## src/verilog/ascc_pkg.sv

```systemverilog
package ascc_pkg;
	localparam int          ASCC_MAX_PAIRS   = 8;
	localparam int          ASCC_WORD_W      = 24;
	localparam logic [4:0]  ASCC_LAST_BIT    = 5'h17;
	localparam logic [4:0]  ASCC_CMD_LAST    = 5'h07;
	localparam logic [7:0]  ASCC_CMD_SET_WR  = 8'h05;
	localparam logic [7:0]  ASCC_CMD_SET_RD  = 8'h0D;
	localparam logic [7:0]  ASCC_CMD_CFG_WR  = 8'h03;
	localparam logic [7:0]  ASCC_CMD_CFG_RD  = 8'h0B;
	localparam logic [7:0]  ASCC_CMD_NULL    = 8'h00;
	// Configuration word layout; unlisted bits read as zero.
	localparam int          ASCC_CFG_CHOP_LO = 20;
	localparam int          ASCC_CFG_MULTI   = 18;
	localparam int          ASCC_CFG_REPEAT  = 17;
	localparam int          ASCC_CFG_WAIT    = 16;
	localparam int          ASCC_CFG_DP_LO   = 12;
	localparam int          ASCC_CFG_PSS     = 11;
	localparam int          ASCC_CFG_PUMP    = 10;
	localparam int          ASCC_CFG_PSR     = 9;
	localparam int          ASCC_CFG_LPM     = 8;
	localparam logic [23:0] ASCC_CFG_RST     = 24'h00_0000;
	localparam logic [23:0] ASCC_CFG_WMASK   = 24'h37_FF00;
	// Twelve-bit setup layout.
	localparam int          ASCC_SU_LATCH_LO = 10;
	localparam int          ASCC_SU_CHAN_LO  = 7;
	localparam int          ASCC_SU_RATE_LO  = 4;
	localparam int          ASCC_SU_RANGE_LO = 1;
	localparam int          ASCC_SU_POL      = 0;
	localparam logic [11:0] ASCC_SETUP_RST   = 12'h000;
	localparam logic [2:0]  ASCC_RANGE_NU_LO = 3'h6;
	// Oscillator start-up after sleep.
	localparam int          ASCC_CLK_KHZ     = 100_000;
	localparam int          ASCC_WAKE_MS     = 500;
	localparam int          ASCC_WAKE_CYC    = ASCC_WAKE_MS * ASCC_CLK_KHZ;

	typedef enum logic [2:0] {
		PS_CMD    = 3'b000,
		PS_CFG_WR = 3'b001,
		PS_CFG_RD = 3'b010,
		PS_SET_WR = 3'b011,
		PS_SET_RD = 3'b100,
		PS_SKIP   = 3'b101
	} ascc_port_type;

	typedef enum logic [1:0] {
		SQ_IDLE = 2'b00,
		SQ_RUN  = 2'b01,
		SQ_WAIT = 2'b10
	} ascc_seq_type;

	// Conversion period in master clock cycles per word rate code.
	function automatic logic [14:0] ascc_rate_cycles(input logic [2:0] code);
		case (code)
			3'h0: return 15'h0884;
			3'h1: return 15'h0444;
			3'h2: return 15'h0214;
			3'h3: return 15'h0184;
			3'h4: return 15'h0144;
			3'h5: return 15'h4424;
			3'h6: return 15'h2214;
			default: return 15'h110C;
		endcase
	endfunction

	// Calibration codes that start a calibration; code 0 starts a conversion and the rest are reserved.
	function automatic logic ascc_is_cal(input logic [2:0] cc);
		return (cc == 3'h1) || (cc == 3'h2) || (cc == 3'h5) || (cc == 3'h6);
	endfunction
endpackage

```

## src/verilog/ascc_arr_if.sv

```systemverilog
`timescale 1ns/1ps
interface ascc_arr_if;
	logic        we;
	logic [2:0]  waddr;
	logic [23:0] wdata;
	logic [2:0]  raddr;
	logic [23:0] rdata;
	logic [3:0]  act_idx;
	logic [11:0] act_setup;
	modport ctrl (output we, waddr, wdata, raddr, act_idx, input rdata, act_setup);
	modport mem  (input we, waddr, wdata, raddr, act_idx, output rdata, act_setup);
endinterface

```

## src/verilog/ascc_setup_array.sv

```systemverilog
`timescale 1ns/1ps
module ascc_setup_array
	import ascc_pkg::*;
#(
	parameter int NUM_PAIRS = ASCC_MAX_PAIRS
) (
	input wire logic CLK,
	input wire logic RST,
	input wire logic CE,
	ascc_arr_if.mem  arr
);
	logic [23:0] pair_q [ASCC_MAX_PAIRS];

	// One register per pair; pairs beyond the variant's count read as zero.
	for (genvar g = 0; g < ASCC_MAX_PAIRS; g++) begin : g_pair
		logic [23:0] pair_r;
		logic [23:0] pair_nxt;
		always_comb begin
			pair_nxt = pair_r;
			if (g < NUM_PAIRS && arr.we && arr.waddr == 3'(g)) begin
				pair_nxt = arr.wdata;
			end
		end
		always_ff @(posedge CLK or posedge RST) begin
			if (RST) begin
				pair_r <= {ASCC_SETUP_RST, ASCC_SETUP_RST};
			end else if (CE) begin
				pair_r <= pair_nxt;
			end
		end
		assign pair_q[g] = pair_r;
	end

	// Even setup numbers sit in the upper half of their pair.
	assign arr.rdata     = pair_q[arr.raddr];
	assign arr.act_setup = arr.act_idx[0] ? pair_q[arr.act_idx[3:1]][11:0]
		: pair_q[arr.act_idx[3:1]][23:12];
endmodule

```

## src/verilog/ascc_top.sv

```systemverilog
`timescale 1ns/1ps
module ascc_top
	import ascc_pkg::*;
#(
	parameter int NUM_PAIRS = ASCC_MAX_PAIRS,
	parameter int WAKE_CYC  = ASCC_WAKE_CYC
) (
	input  wire logic       CLK,
	input  wire logic       RST,
	input  wire logic       CE,
	input  wire logic       CS_N,
	input  wire logic       SCLK,
	input  wire logic       SDI,
	output wire logic       SDO,
	output wire logic       SDO_OE,
	input  wire logic       MASTER_CLOCK_IN,
	input  wire logic       DATA_READ,
	output wire logic [1:0] LATCH_OUT_PINS,
	output wire logic [2:0] INPUT_CHANNEL_SELECT,
	output wire logic [2:0] WORD_RATE_SELECT,
	output wire logic [2:0] INPUT_RANGE_SELECT,
	output wire logic       RANGE_UNUSED,
	output wire logic       UNIPOLAR,
	output wire logic [1:0] CHOP_RATE_SELECT,
	output wire logic       LOW_POWER,
	output wire logic       PUMP_OFF,
	output wire logic       ANALOG_DOWN,
	output wire logic       OSC_STOP,
	output wire logic       WAKING,
	output wire logic       CONVERTING,
	output wire logic       CALIBRATING,
	output wire logic       CONV_DONE,
	output wire logic       DATA_PENDING
);
	ascc_arr_if arr ();

	ascc_setup_array #(.NUM_PAIRS(NUM_PAIRS)) u_array (
		.CLK (CLK),
		.RST (RST),
		.CE  (CE),
		.arr (arr)
	);

	// Pins from the host pass two flops before anything looks at them, except DATA_READ, which is used directly.
	logic cs_s1, cs_s2, sck_s1, sck_s2, sck_d, sdi_s1, sdi_s2, xin_s1, xin_s2, xin_d;
	always_ff @(posedge CLK or posedge RST) begin
		if (RST) begin
			{cs_s1, cs_s2} <= 2'h3;
			{sck_s1, sck_s2, sck_d} <= 3'h0;
			{sdi_s1, sdi_s2, xin_s1, xin_s2, xin_d} <= 5'h00;
		end else if (CE) begin
			{cs_s1, cs_s2} <= {CS_N, cs_s1};
			{sck_s1, sck_s2, sck_d} <= {SCLK, sck_s1, sck_s2};
			{sdi_s1, sdi_s2} <= {SDI, sdi_s1};
			{xin_s1, xin_s2, xin_d} <= {MASTER_CLOCK_IN, xin_s1, xin_s2};
		end
	end

	logic rise, fall, xin_rise;
	assign rise     = sck_s2 && !sck_d && !cs_s2;
	assign fall     = !sck_s2 && sck_d && !cs_s2;
	assign xin_rise = xin_s2 && !xin_d;

	// Serial port state.
	ascc_port_type port_st_r, port_st_nxt;
	logic [4:0]  bit_cnt_r, bit_cnt_nxt;
	logic [2:0]  pair_cnt_r, pair_cnt_nxt;
	logic [23:0] sh_in_r, sh_in_nxt, sh_out_r, sh_out_nxt, cfg_r, cfg_nxt;
	logic [23:0] word_in;
	logic [2:0]  last_pair;
	logic        arr_we, cmd_evt, set_st, rd_st;

	// Even depth values round up because only bits 3:1 count pairs.
	assign last_pair = (cfg_r[ASCC_CFG_DP_LO+1 +: 3] > 3'(NUM_PAIRS - 1)) ? 3'(NUM_PAIRS - 1)
		: cfg_r[ASCC_CFG_DP_LO+1 +: 3];
	assign word_in   = {sh_in_r[22:0], sdi_s2};
	assign set_st    = (port_st_r == PS_SET_WR) || (port_st_r == PS_SET_RD);
	assign rd_st     = (port_st_r == PS_CFG_RD) || (port_st_r == PS_SET_RD);
	assign cmd_evt   = rise && port_st_r == PS_CMD && bit_cnt_r == ASCC_CMD_LAST;

	assign arr.we    = arr_we;
	assign arr.waddr = pair_cnt_r;
	assign arr.wdata = word_in;
	assign arr.raddr = pair_cnt_r;

	// Bits come in on SCLK rise; read data moves out on SCLK fall.
	always_comb begin
		port_st_nxt  = port_st_r;
		bit_cnt_nxt  = bit_cnt_r;
		pair_cnt_nxt = pair_cnt_r;
		sh_in_nxt    = sh_in_r;
		sh_out_nxt   = sh_out_r;
		cfg_nxt      = cfg_r;
		arr_we       = 1'b0;
		if (cs_s2) begin
			port_st_nxt  = PS_CMD;
			bit_cnt_nxt  = 5'h00;
			pair_cnt_nxt = 3'h0;
		end else if (rise) begin
			sh_in_nxt   = word_in;
			bit_cnt_nxt = bit_cnt_r + 5'h01;
			if (port_st_r == PS_CMD) begin
				if (bit_cnt_r == ASCC_CMD_LAST) begin
					bit_cnt_nxt  = 5'h00;
					pair_cnt_nxt = 3'h0;
					case (word_in[7:0])
						ASCC_CMD_SET_WR: port_st_nxt = PS_SET_WR;
						ASCC_CMD_SET_RD: port_st_nxt = PS_SET_RD;
						ASCC_CMD_CFG_WR: port_st_nxt = PS_CFG_WR;
						ASCC_CMD_CFG_RD: port_st_nxt = PS_CFG_RD;
						default: begin
							// Offset and gain words are swallowed so they are not seen as commands.
							port_st_nxt = (!word_in[7] && word_in[1:0] != 2'h0) ? PS_SKIP : PS_CMD;
						end
					endcase
				end
			end else if (bit_cnt_r == ASCC_LAST_BIT) begin
				bit_cnt_nxt = 5'h00;
				port_st_nxt = PS_CMD;
				if (port_st_r == PS_CFG_WR) begin
					cfg_nxt = word_in & ASCC_CFG_WMASK;
				end
				if (port_st_r == PS_SET_WR) begin
					arr_we = 1'b1;
				end
				if (set_st && pair_cnt_r != last_pair) begin
					port_st_nxt  = port_st_r;
					pair_cnt_nxt = pair_cnt_r + 3'h1;
				end
			end
		end else if (fall && rd_st) begin
			if (bit_cnt_r == 5'h00) begin
				sh_out_nxt = (port_st_r == PS_CFG_RD) ? cfg_r : arr.rdata;
			end else begin
				sh_out_nxt = {sh_out_r[22:0], 1'b0};
			end
		end
	end

	always_ff @(posedge CLK or posedge RST) begin
		if (RST) begin
			port_st_r  <= PS_CMD;
			bit_cnt_r  <= 5'h00;
			pair_cnt_r <= 3'h0;
			sh_in_r    <= 24'h00_0000;
			sh_out_r   <= 24'h00_0000;
			cfg_r      <= ASCC_CFG_RST;
		end else if (CE) begin
			port_st_r  <= port_st_nxt;
			bit_cnt_r  <= bit_cnt_nxt;
			pair_cnt_r <= pair_cnt_nxt;
			sh_in_r    <= sh_in_nxt;
			sh_out_r   <= sh_out_nxt;
			cfg_r      <= cfg_nxt;
		end
	end

	assign SDO    = sh_out_r[23];
	assign SDO_OE = !cs_s2 && rd_st;

	// Conversion sequencer state.
	ascc_seq_type seq_st_r, seq_st_nxt;
	logic [3:0]  cur_r, cur_nxt, first_r, first_nxt, last_r, last_nxt, max_setup, dp;
	logic [14:0] per_r, per_nxt;
	logic [25:0] wake_r, wake_nxt;
	logic [11:0] act_r;
	logic        loop_r, loop_nxt, hold_r, hold_nxt, cal_r, cal_nxt;
	logic        done_r, done_nxt, pend_r, pend_nxt, sleep_r, sleep_nxt;
	logic        psr, halt, start, is_cal, multi, done_evt;

	assign dp        = cfg_r[ASCC_CFG_DP_LO +: 4];
	assign max_setup = 4'(2 * NUM_PAIRS - 1);
	assign psr       = cfg_r[ASCC_CFG_PSR];
	assign halt      = psr || wake_r != 26'h000_0000;
	assign is_cal    = ascc_is_cal(word_in[2:0]);
	assign start     = cmd_evt && word_in[7] && (word_in[2:0] == 3'h0 || is_cal);
	assign multi     = cfg_r[ASCC_CFG_MULTI] && !is_cal;
	assign done_evt  = seq_st_r == SQ_RUN && !halt && xin_rise
		&& per_r + 15'h0001 == ascc_rate_cycles(arr.act_setup[ASCC_SU_RATE_LO +: 3]);
	assign arr.act_idx = cur_r;

	// Counting is in master clock cycles, so rates track that clock.
	always_comb begin
		seq_st_nxt = seq_st_r;
		cur_nxt    = cur_r;
		first_nxt  = first_r;
		last_nxt   = last_r;
		loop_nxt   = loop_r;
		hold_nxt   = hold_r;
		cal_nxt    = cal_r;
		per_nxt    = per_r;
		done_nxt   = 1'b0;
		pend_nxt   = (pend_r && !DATA_READ) || done_evt;
		sleep_nxt  = psr && cfg_r[ASCC_CFG_PSS];
		wake_nxt   = (wake_r != 26'h000_0000) ? wake_r - 26'h000_0001 : wake_r;
		if (sleep_r && !psr) begin
			wake_nxt = 26'(WAKE_CYC - 1);
		end
		if (start) begin
			seq_st_nxt = SQ_RUN;
			per_nxt    = 15'h0000;
			first_nxt  = multi ? 4'h0 : word_in[6:3];
			cur_nxt    = multi ? 4'h0 : word_in[6:3];
			last_nxt   = multi ? ((dp > max_setup) ? max_setup : dp) : word_in[6:3];
			loop_nxt   = cfg_r[ASCC_CFG_REPEAT] && !is_cal;
			hold_nxt   = cfg_r[ASCC_CFG_WAIT] && cfg_r[ASCC_CFG_REPEAT] && !is_cal;
			cal_nxt    = is_cal;
		end else if (cmd_evt && seq_st_r != SQ_IDLE && word_in[7:0] != ASCC_CMD_NULL) begin
			seq_st_nxt = SQ_IDLE;
		end else begin
			case (seq_st_r)
				SQ_RUN: begin
					if (!halt && xin_rise) begin
						per_nxt = per_r + 15'h0001;
						if (done_evt) begin
							per_nxt  = 15'h0000;
							done_nxt = 1'b1;
							if (cur_r != last_r) begin
								cur_nxt = cur_r + 4'h1;
							end else if (!loop_r) begin
								seq_st_nxt = SQ_IDLE;
							end else if (hold_r) begin
								seq_st_nxt = SQ_WAIT;
							end else begin
								cur_nxt = first_r;
							end
						end
					end
				end
				SQ_WAIT: begin
					if (!pend_r) begin
						seq_st_nxt = SQ_RUN;
						cur_nxt    = first_r;
					end
				end
				default: begin
					seq_st_nxt = SQ_IDLE;
				end
			endcase
		end
	end

	always_ff @(posedge CLK or posedge RST) begin
		if (RST) begin
			seq_st_r <= SQ_IDLE;
			cur_r    <= 4'h0;
			first_r  <= 4'h0;
			last_r   <= 4'h0;
			loop_r   <= 1'b0;
			hold_r   <= 1'b0;
			cal_r    <= 1'b0;
			per_r    <= 15'h0000;
			done_r   <= 1'b0;
			pend_r   <= 1'b0;
			sleep_r  <= 1'b0;
			wake_r   <= 26'h000_0000;
			act_r    <= ASCC_SETUP_RST;
		end else if (CE) begin
			seq_st_r <= seq_st_nxt;
			cur_r    <= cur_nxt;
			first_r  <= first_nxt;
			last_r   <= last_nxt;
			loop_r   <= loop_nxt;
			hold_r   <= hold_nxt;
			cal_r    <= cal_nxt;
			per_r    <= per_nxt;
			done_r   <= done_nxt;
			pend_r   <= pend_nxt;
			sleep_r  <= sleep_nxt;
			wake_r   <= wake_nxt;
			act_r    <= arr.act_setup;
		end
	end

	// Active setup fields drive the analog side from a register.
	assign LATCH_OUT_PINS       = act_r[ASCC_SU_LATCH_LO +: 2];
	assign INPUT_CHANNEL_SELECT = act_r[ASCC_SU_CHAN_LO +: 3];
	assign WORD_RATE_SELECT     = act_r[ASCC_SU_RATE_LO +: 3];
	assign INPUT_RANGE_SELECT   = act_r[ASCC_SU_RANGE_LO +: 3];
	assign RANGE_UNUSED         = act_r[ASCC_SU_RANGE_LO +: 3] >= ASCC_RANGE_NU_LO;
	assign UNIPOLAR             = act_r[ASCC_SU_POL];
	assign CHOP_RATE_SELECT     = cfg_r[ASCC_CFG_CHOP_LO +: 2];
	assign LOW_POWER            = cfg_r[ASCC_CFG_LPM];
	assign PUMP_OFF             = cfg_r[ASCC_CFG_PUMP];
	assign ANALOG_DOWN          = halt;
	assign OSC_STOP             = sleep_r;
	assign WAKING               = wake_r != 26'h000_0000;
	assign CONVERTING           = seq_st_r != SQ_IDLE;
	assign CALIBRATING          = cal_r && seq_st_r != SQ_IDLE;
	assign CONV_DONE            = done_r;
	assign DATA_PENDING         = pend_r;
endmodule

```

## config.mk

```make
export PLATFORM = sky130hd
export DESIGN_NAME = ascc_top
export DESIGN_NICKNAME = d
export VERILOG_FILES = /design/src/verilog/ascc_pkg.sv /design/src/verilog/ascc_arr_if.sv /design/src/verilog/ascc_setup_array.sv /design/src/verilog/ascc_top.sv
export SDC_FILE = /design/constraint.sdc
export NUM_CORES = 1
export LEC_CHECK = 0
export BUFFER_PORTS_ARGS = -buffer_cell sky130_fd_sc_hd__buf_2
export CORE_UTILIZATION = 30
export CTS_CLUSTER_SIZE = 25
export DETAILED_ROUTE_END_ITERATION = 7
export HOLD_SLACK_MARGIN = 0.02
export PLACE_DENSITY = 0.54
export SYNTH_ARGS = -nofsm -noshare
export SYNTH_HDL_FRONTEND = slang
export SYNTH_SLANG_ARGS = --single-unit
```

## constraint.sdc

```tcl
create_clock -name CLK -period 13 [get_ports CLK]
set_input_delay 0.65 -clock CLK [delete_from_list [all_inputs] [get_ports CLK]]
set_output_delay 0.65 -clock CLK [all_outputs]
set_load 0.1 [all_outputs]
```

==> summary.txt <==
CTS
  • Clock slew at the register clock pins of the worst setup and hold paths: 0.06 ns
  • Total clock buffers created by CTS: 40
  • Clock root buffer master: sky130_fd_sc_hd__clkbuf_16
  • Number of clock sinks: 346
  • H-Tree Depth: 2
  • Hold_buf cts: 0
  • Clock Latency Late Sink: 0.58 ns
  • TritonCTS clock tree: built
  • Max Buffers Root-to-Sink: 3
  • Post-CTS setup buffer count: 0
  • Total of cells resized after clock tree synthesis: 0

Worst setup path
  • Required time worst endpoint: 13.46 ns
  • Type of the worst setup path: reg2reg
  • Startpoint type of the worst setup path: register
  • Worst setup slack for register-to-register paths: 8.36 ns
  • Kind of capture point of the worst setup path: register
  • Capturing point of the worst reg2reg path: arr.act_idx[2]
  • Length in cells of the worst reg-to-reg path: 11
  • Launch instance of the worst register-to-register path: arr.act_idx[2]
  • Arrival time reported for the critical path endpoint: 5.10 ns
  • Crit Path Max Fanout: 48

Synthesis
  • Share of the yosys chip area belonging to registers: 48.3%
  • Primary flip-flop cell chosen by synthesis mapping: sky130_fd_sc_hd__dfrtp_1
  • Cell types occupying the most area after synthesis: sky130_fd_sc_hd__dfrtp_1 48%, sky130_fd_sc_hd__mux2_2 16%, sky130_fd_sc_hd__mux4_2 13%
  • Portion of netlist area occupied by mux cells: 30.7%
  • Area fraction in and, or, nand and nor cells after synthesis: 9.04%
  • Fraction of synthesis flops using an asynchronous set or reset pin: 100%
  • Area share of the leading cell type in the synthesized netlist: 48.0%
  • Share of synthesized cell area in full adder, half adder and majority cells: 1.05%
  • Number of enable flip-flop cells after synthesis: 0
  • Xor and xnor fraction of the mapped netlist area: 1.90%
  • Mean instance size in the synthesized netlist: 12.5 um^2
  • Post-synthesis sequential element count: 346
  • Most area-hungry cell type in the Yosys netlist: sky130_fd_sc_hd__dfrtp_1
  • Total standard cell area after synthesis: 17900 um^2
  • Post-Syn Nets: 1454
  • Largest family of logic cells by synthesized area: multiplexers
  • Share of the synthesized area in compound gates (AO/OA/AOI/OAI): 6.29%
  • Number of instances in the synthesized netlist: 1431
  • Yosys warning count: 0
  • Post-synth cell types: 67

Power and ir drop
  • Reported leakage power: 9.12 nW
  • Worst vdd ir: 114 uV
  • PwrDens: 144 nW/um^2

Global route
  • Initial antenna violation count: 0
  • Maximum number of pins on one net before global-route repair: 92
  • Overflow left after global routing: 0
  • Gr usage total: 15.9%
  • Vias in the first global route: 12000
  • Global-route wire length before repair: 74300 um

Floorplanning
  • Chip height: 247 um
  • Top-Level Pins: 34
  • Placeable core area: 59000 um^2
  • Die width: 247 um
  • Number of rows in the core area: 89
  • Starting Density: 30.4%
  • Area of the die: 60800 um^2

Run status
  • Result of the run: finished clean

Cells and area
  • Post-route non-filler standard cell count: 2222
  • Antenna diodes: 0
  • Layout filler cell count: 5802
  • Synthesis-to-finish area growth: 12.3%
  • Final nets: 1446
  • Multi-input logic area: 8800 um^2
  • Storage cell area: 8670 um^2
  • Share of post-route cells with drive strength above 1: 34.4%

STA
  • Worst Max-Slew Pin Slew: 1.21 ns
  • Shortest period the worst path allows: 4.64 ns
  • Period utilisation layout: 35.7%
  • Fin worst setup slack: 8.36 ns
  • Worst relative slew slack: 18.7%
  • Setup skew after layout: 0.0364 ns
  • Setup repair after global routing missed its margin: no
  • Number of pins exceeding their max-slew limit in the final report: 0
  • Final Hold Viols: 0
  • Max Freq: 215 MHz
  • Setup violation total in the final timing report: 0
  • Hold_ws: 0.165 ns
  • Final total negative setup slack: 0 ns

Place
  • Placer Congestion: 0.800
  • HPWL after detailed placement: 28400 um
  • Post-placement worst setup slack: 8.39 ns
  • Post-placement cell count: 2154
  • Port Buf Inserts: 33

Routing
  • Number of detailed-route iterations in the first pass: 5
  • Routed via count divided by cell count: 5.29
  • Post-DRT Antenna Nets: 0
  • Total DRC errors in the routed layout: 0
  • Routed via count: 11700
  • Routed wire per std cell: 21.0 um
  • Number of DRC markers after the initial detailed-route iteration: 987
  • Final wirelength: 46600 um

Flow run
  • Total of max-cap violations: 0

Min path
  • Kind of path behind the tightest hold check: in2async
registers in the layout, summed over array words and instances (netlist names), 5 cells and up:
| name | flops |
|---|---|
| bit_cnt_r | 5 |
| u_array.g_pair.pair_r | 192 |
| cfg_r | 13 |
| sh_out_r | 24 |
| act_r | 12 |
| sh_in_r | 23 |
| per_r | 15 |
| wake_r | 26 |
how the worst max path moves through the flow:
| stage | from | endpoint | slack (ns) | cells past startpoint |
|---|---|---|---|---|
| after floorplan | RST | CONV_DONE | 2.76 | 1 |
| after global placement | arr.act_idx[2] | arr.act_idx[2] | 8.41 | 11 |
| after detailed placement | arr.act_idx[2] | arr.act_idx[1] | 8.39 | 11 |
| after CTS | arr.act_idx[2] | arr.act_idx[2] | 8.38 | 11 |
| after global routing | arr.act_idx[2] | arr.act_idx[2] | 8.16 | 11 |
| final | arr.act_idx[2] | arr.act_idx[2] | 8.36 | 11 |
cell type report:
type	count	share of cell area (%)
Tap cell	773	4.80
Timing Repair Buffer	55	1.64
Multi-Input combinational cell	959	43.7
Inverter	21	0.429
Sequential cell	346	43.1
Clock inverter	6	0.466
Clock buffer	62	5.93
cells by family (layout without fill, tap and decap cells):
family,after synthesis,count (layout)
simple gates,334,334
fa+ha+maj,15,15
flops,346,346
xor+xnor,39,39
mux,385,385
buf+inv,126,144
compound gates,186,186
critical path, stage by stage, from the launching register on:
cell	delay, ns
sky130_fd_sc_hd__dfrtp_2	0.34
sky130_fd_sc_hd__buf_4	0.65
sky130_fd_sc_hd__mux4_2	0.61
sky130_fd_sc_hd__mux4_2	0.57
sky130_fd_sc_hd__a21boi_1	0.17
sky130_fd_sc_hd__or3b_1	0.36
sky130_fd_sc_hd__and3_1	0.21
sky130_fd_sc_hd__nand2b_4	0.15
sky130_fd_sc_hd__nor4b_4	0.64
sky130_fd_sc_hd__a31oi_2	0.24
sky130_fd_sc_hd__a21o_1	0.27
sky130_fd_sc_hd__mux2_4	0.30
cell usage after synthesis (2+ instances only):
library cell               number
sky130_fd_sc_hd__dfrtp_1      344
sky130_fd_sc_hd__mux2_2       253
sky130_fd_sc_hd__nand2_1      132
sky130_fd_sc_hd__mux4_2       106
sky130_fd_sc_hd__clkbuf_1      75
sky130_fd_sc_hd__nor2_1        65
sky130_fd_sc_hd__o21ai_0       58
sky130_fd_sc_hd__a21oi_1       52
sky130_fd_sc_hd__nor3_1        32
sky130_fd_sc_hd__mux2i_1       24
sky130_fd_sc_hd__buf_1         23
sky130_fd_sc_hd__xnor2_1       22
sky130_fd_sc_hd__inv_1         20
sky130_fd_sc_hd__nand3_1       19
sky130_fd_sc_hd__xor2_1        17
sky130_fd_sc_hd__nor4_1        16
sky130_fd_sc_hd__a211oi_1      15
sky130_fd_sc_hd__a22oi_1       15
sky130_fd_sc_hd__ha_1          15
sky130_fd_sc_hd__or3_1          9
sky130_fd_sc_hd__nor2b_1        8
sky130_fd_sc_hd__nand4_1        7
sky130_fd_sc_hd__nand2b_1       6
sky130_fd_sc_hd__o21a_1         6
sky130_fd_sc_hd__o21ai_1        6
sky130_fd_sc_hd__or2_2          6
sky130_fd_sc_hd__or4_1          6
sky130_fd_sc_hd__a22o_1         5
sky130_fd_sc_hd__a31oi_1        5
sky130_fd_sc_hd__and2_1         5
sky130_fd_sc_hd__o31ai_1        5
sky130_fd_sc_hd__and3_1         4
sky130_fd_sc_hd__a21o_1         3
sky130_fd_sc_hd__buf_2          3
sky130_fd_sc_hd__buf_4          3
sky130_fd_sc_hd__o211ai_1       3
sky130_fd_sc_hd__a32o_1         2
sky130_fd_sc_hd__dfstp_2        2
sky130_fd_sc_hd__mux2_4         2
sky130_fd_sc_hd__nand3b_1       2
sky130_fd_sc_hd__nand4b_1       2
sky130_fd_sc_hd__o41ai_1        2
sky130_fd_sc_hd__or3b_1         2
metal layers:
layer | GRT usage (%) | part of all wire, %
met3 | 2.64 | 5.2
met2 | 24.4 | 45
met4 | 4.45 | 2.0
met1 | 23.1 | 47
met5 | 0 | 0
stage by stage:
stage | util [%] | instance area [um^2] | total power [mW]
2_1_floorplan | - | 17900 | 1.67
3_3_place_gp | 31.9 | 18900 | 1.80
3_5_place_dp | 31.9 | 18900 | 1.81
4_1_cts | 34.1 | 20100 | 2.95
5_1_grt | 34.1 | 20100 | 3.06
6_report | 34.1 | 20100 | 2.91
cell usage in the layout (no fill, tap or decap), types with 16 or more instances in the layout:
cell type                   netlist  layout
sky130_fd_sc_hd__o21ai_0         58      58
sky130_fd_sc_hd__nand2_1        132     132
sky130_fd_sc_hd__clkbuf_16        0      41
sky130_fd_sc_hd__buf_4            3      22
sky130_fd_sc_hd__nand3_1         19      19
sky130_fd_sc_hd__nor3_1          32      30
sky130_fd_sc_hd__a21oi_1         52      52
sky130_fd_sc_hd__nor4_1          16      16
sky130_fd_sc_hd__mux2_2         253     253
sky130_fd_sc_hd__mux2i_1         24      24
sky130_fd_sc_hd__mux4_2         106     106
sky130_fd_sc_hd__xor2_1          17      17
sky130_fd_sc_hd__inv_1           20      19
sky130_fd_sc_hd__dfrtp_1        344     340
sky130_fd_sc_hd__nor2_1          65      65
sky130_fd_sc_hd__buf_2            3      33
sky130_fd_sc_hd__xnor2_1         22      22
report_power, final:
group / total, mW / internal (mW) / switching [mW]
Clock: 1.12 / 0.652 / 0.465
Combinational: 0.498 / 0.200 / 0.298
Sequential: 1.29 / 1.16 / 0.133
Total: 2.91 / 2.01 / 0.896
No activity file was read; power rests on OpenSTA's default activity.
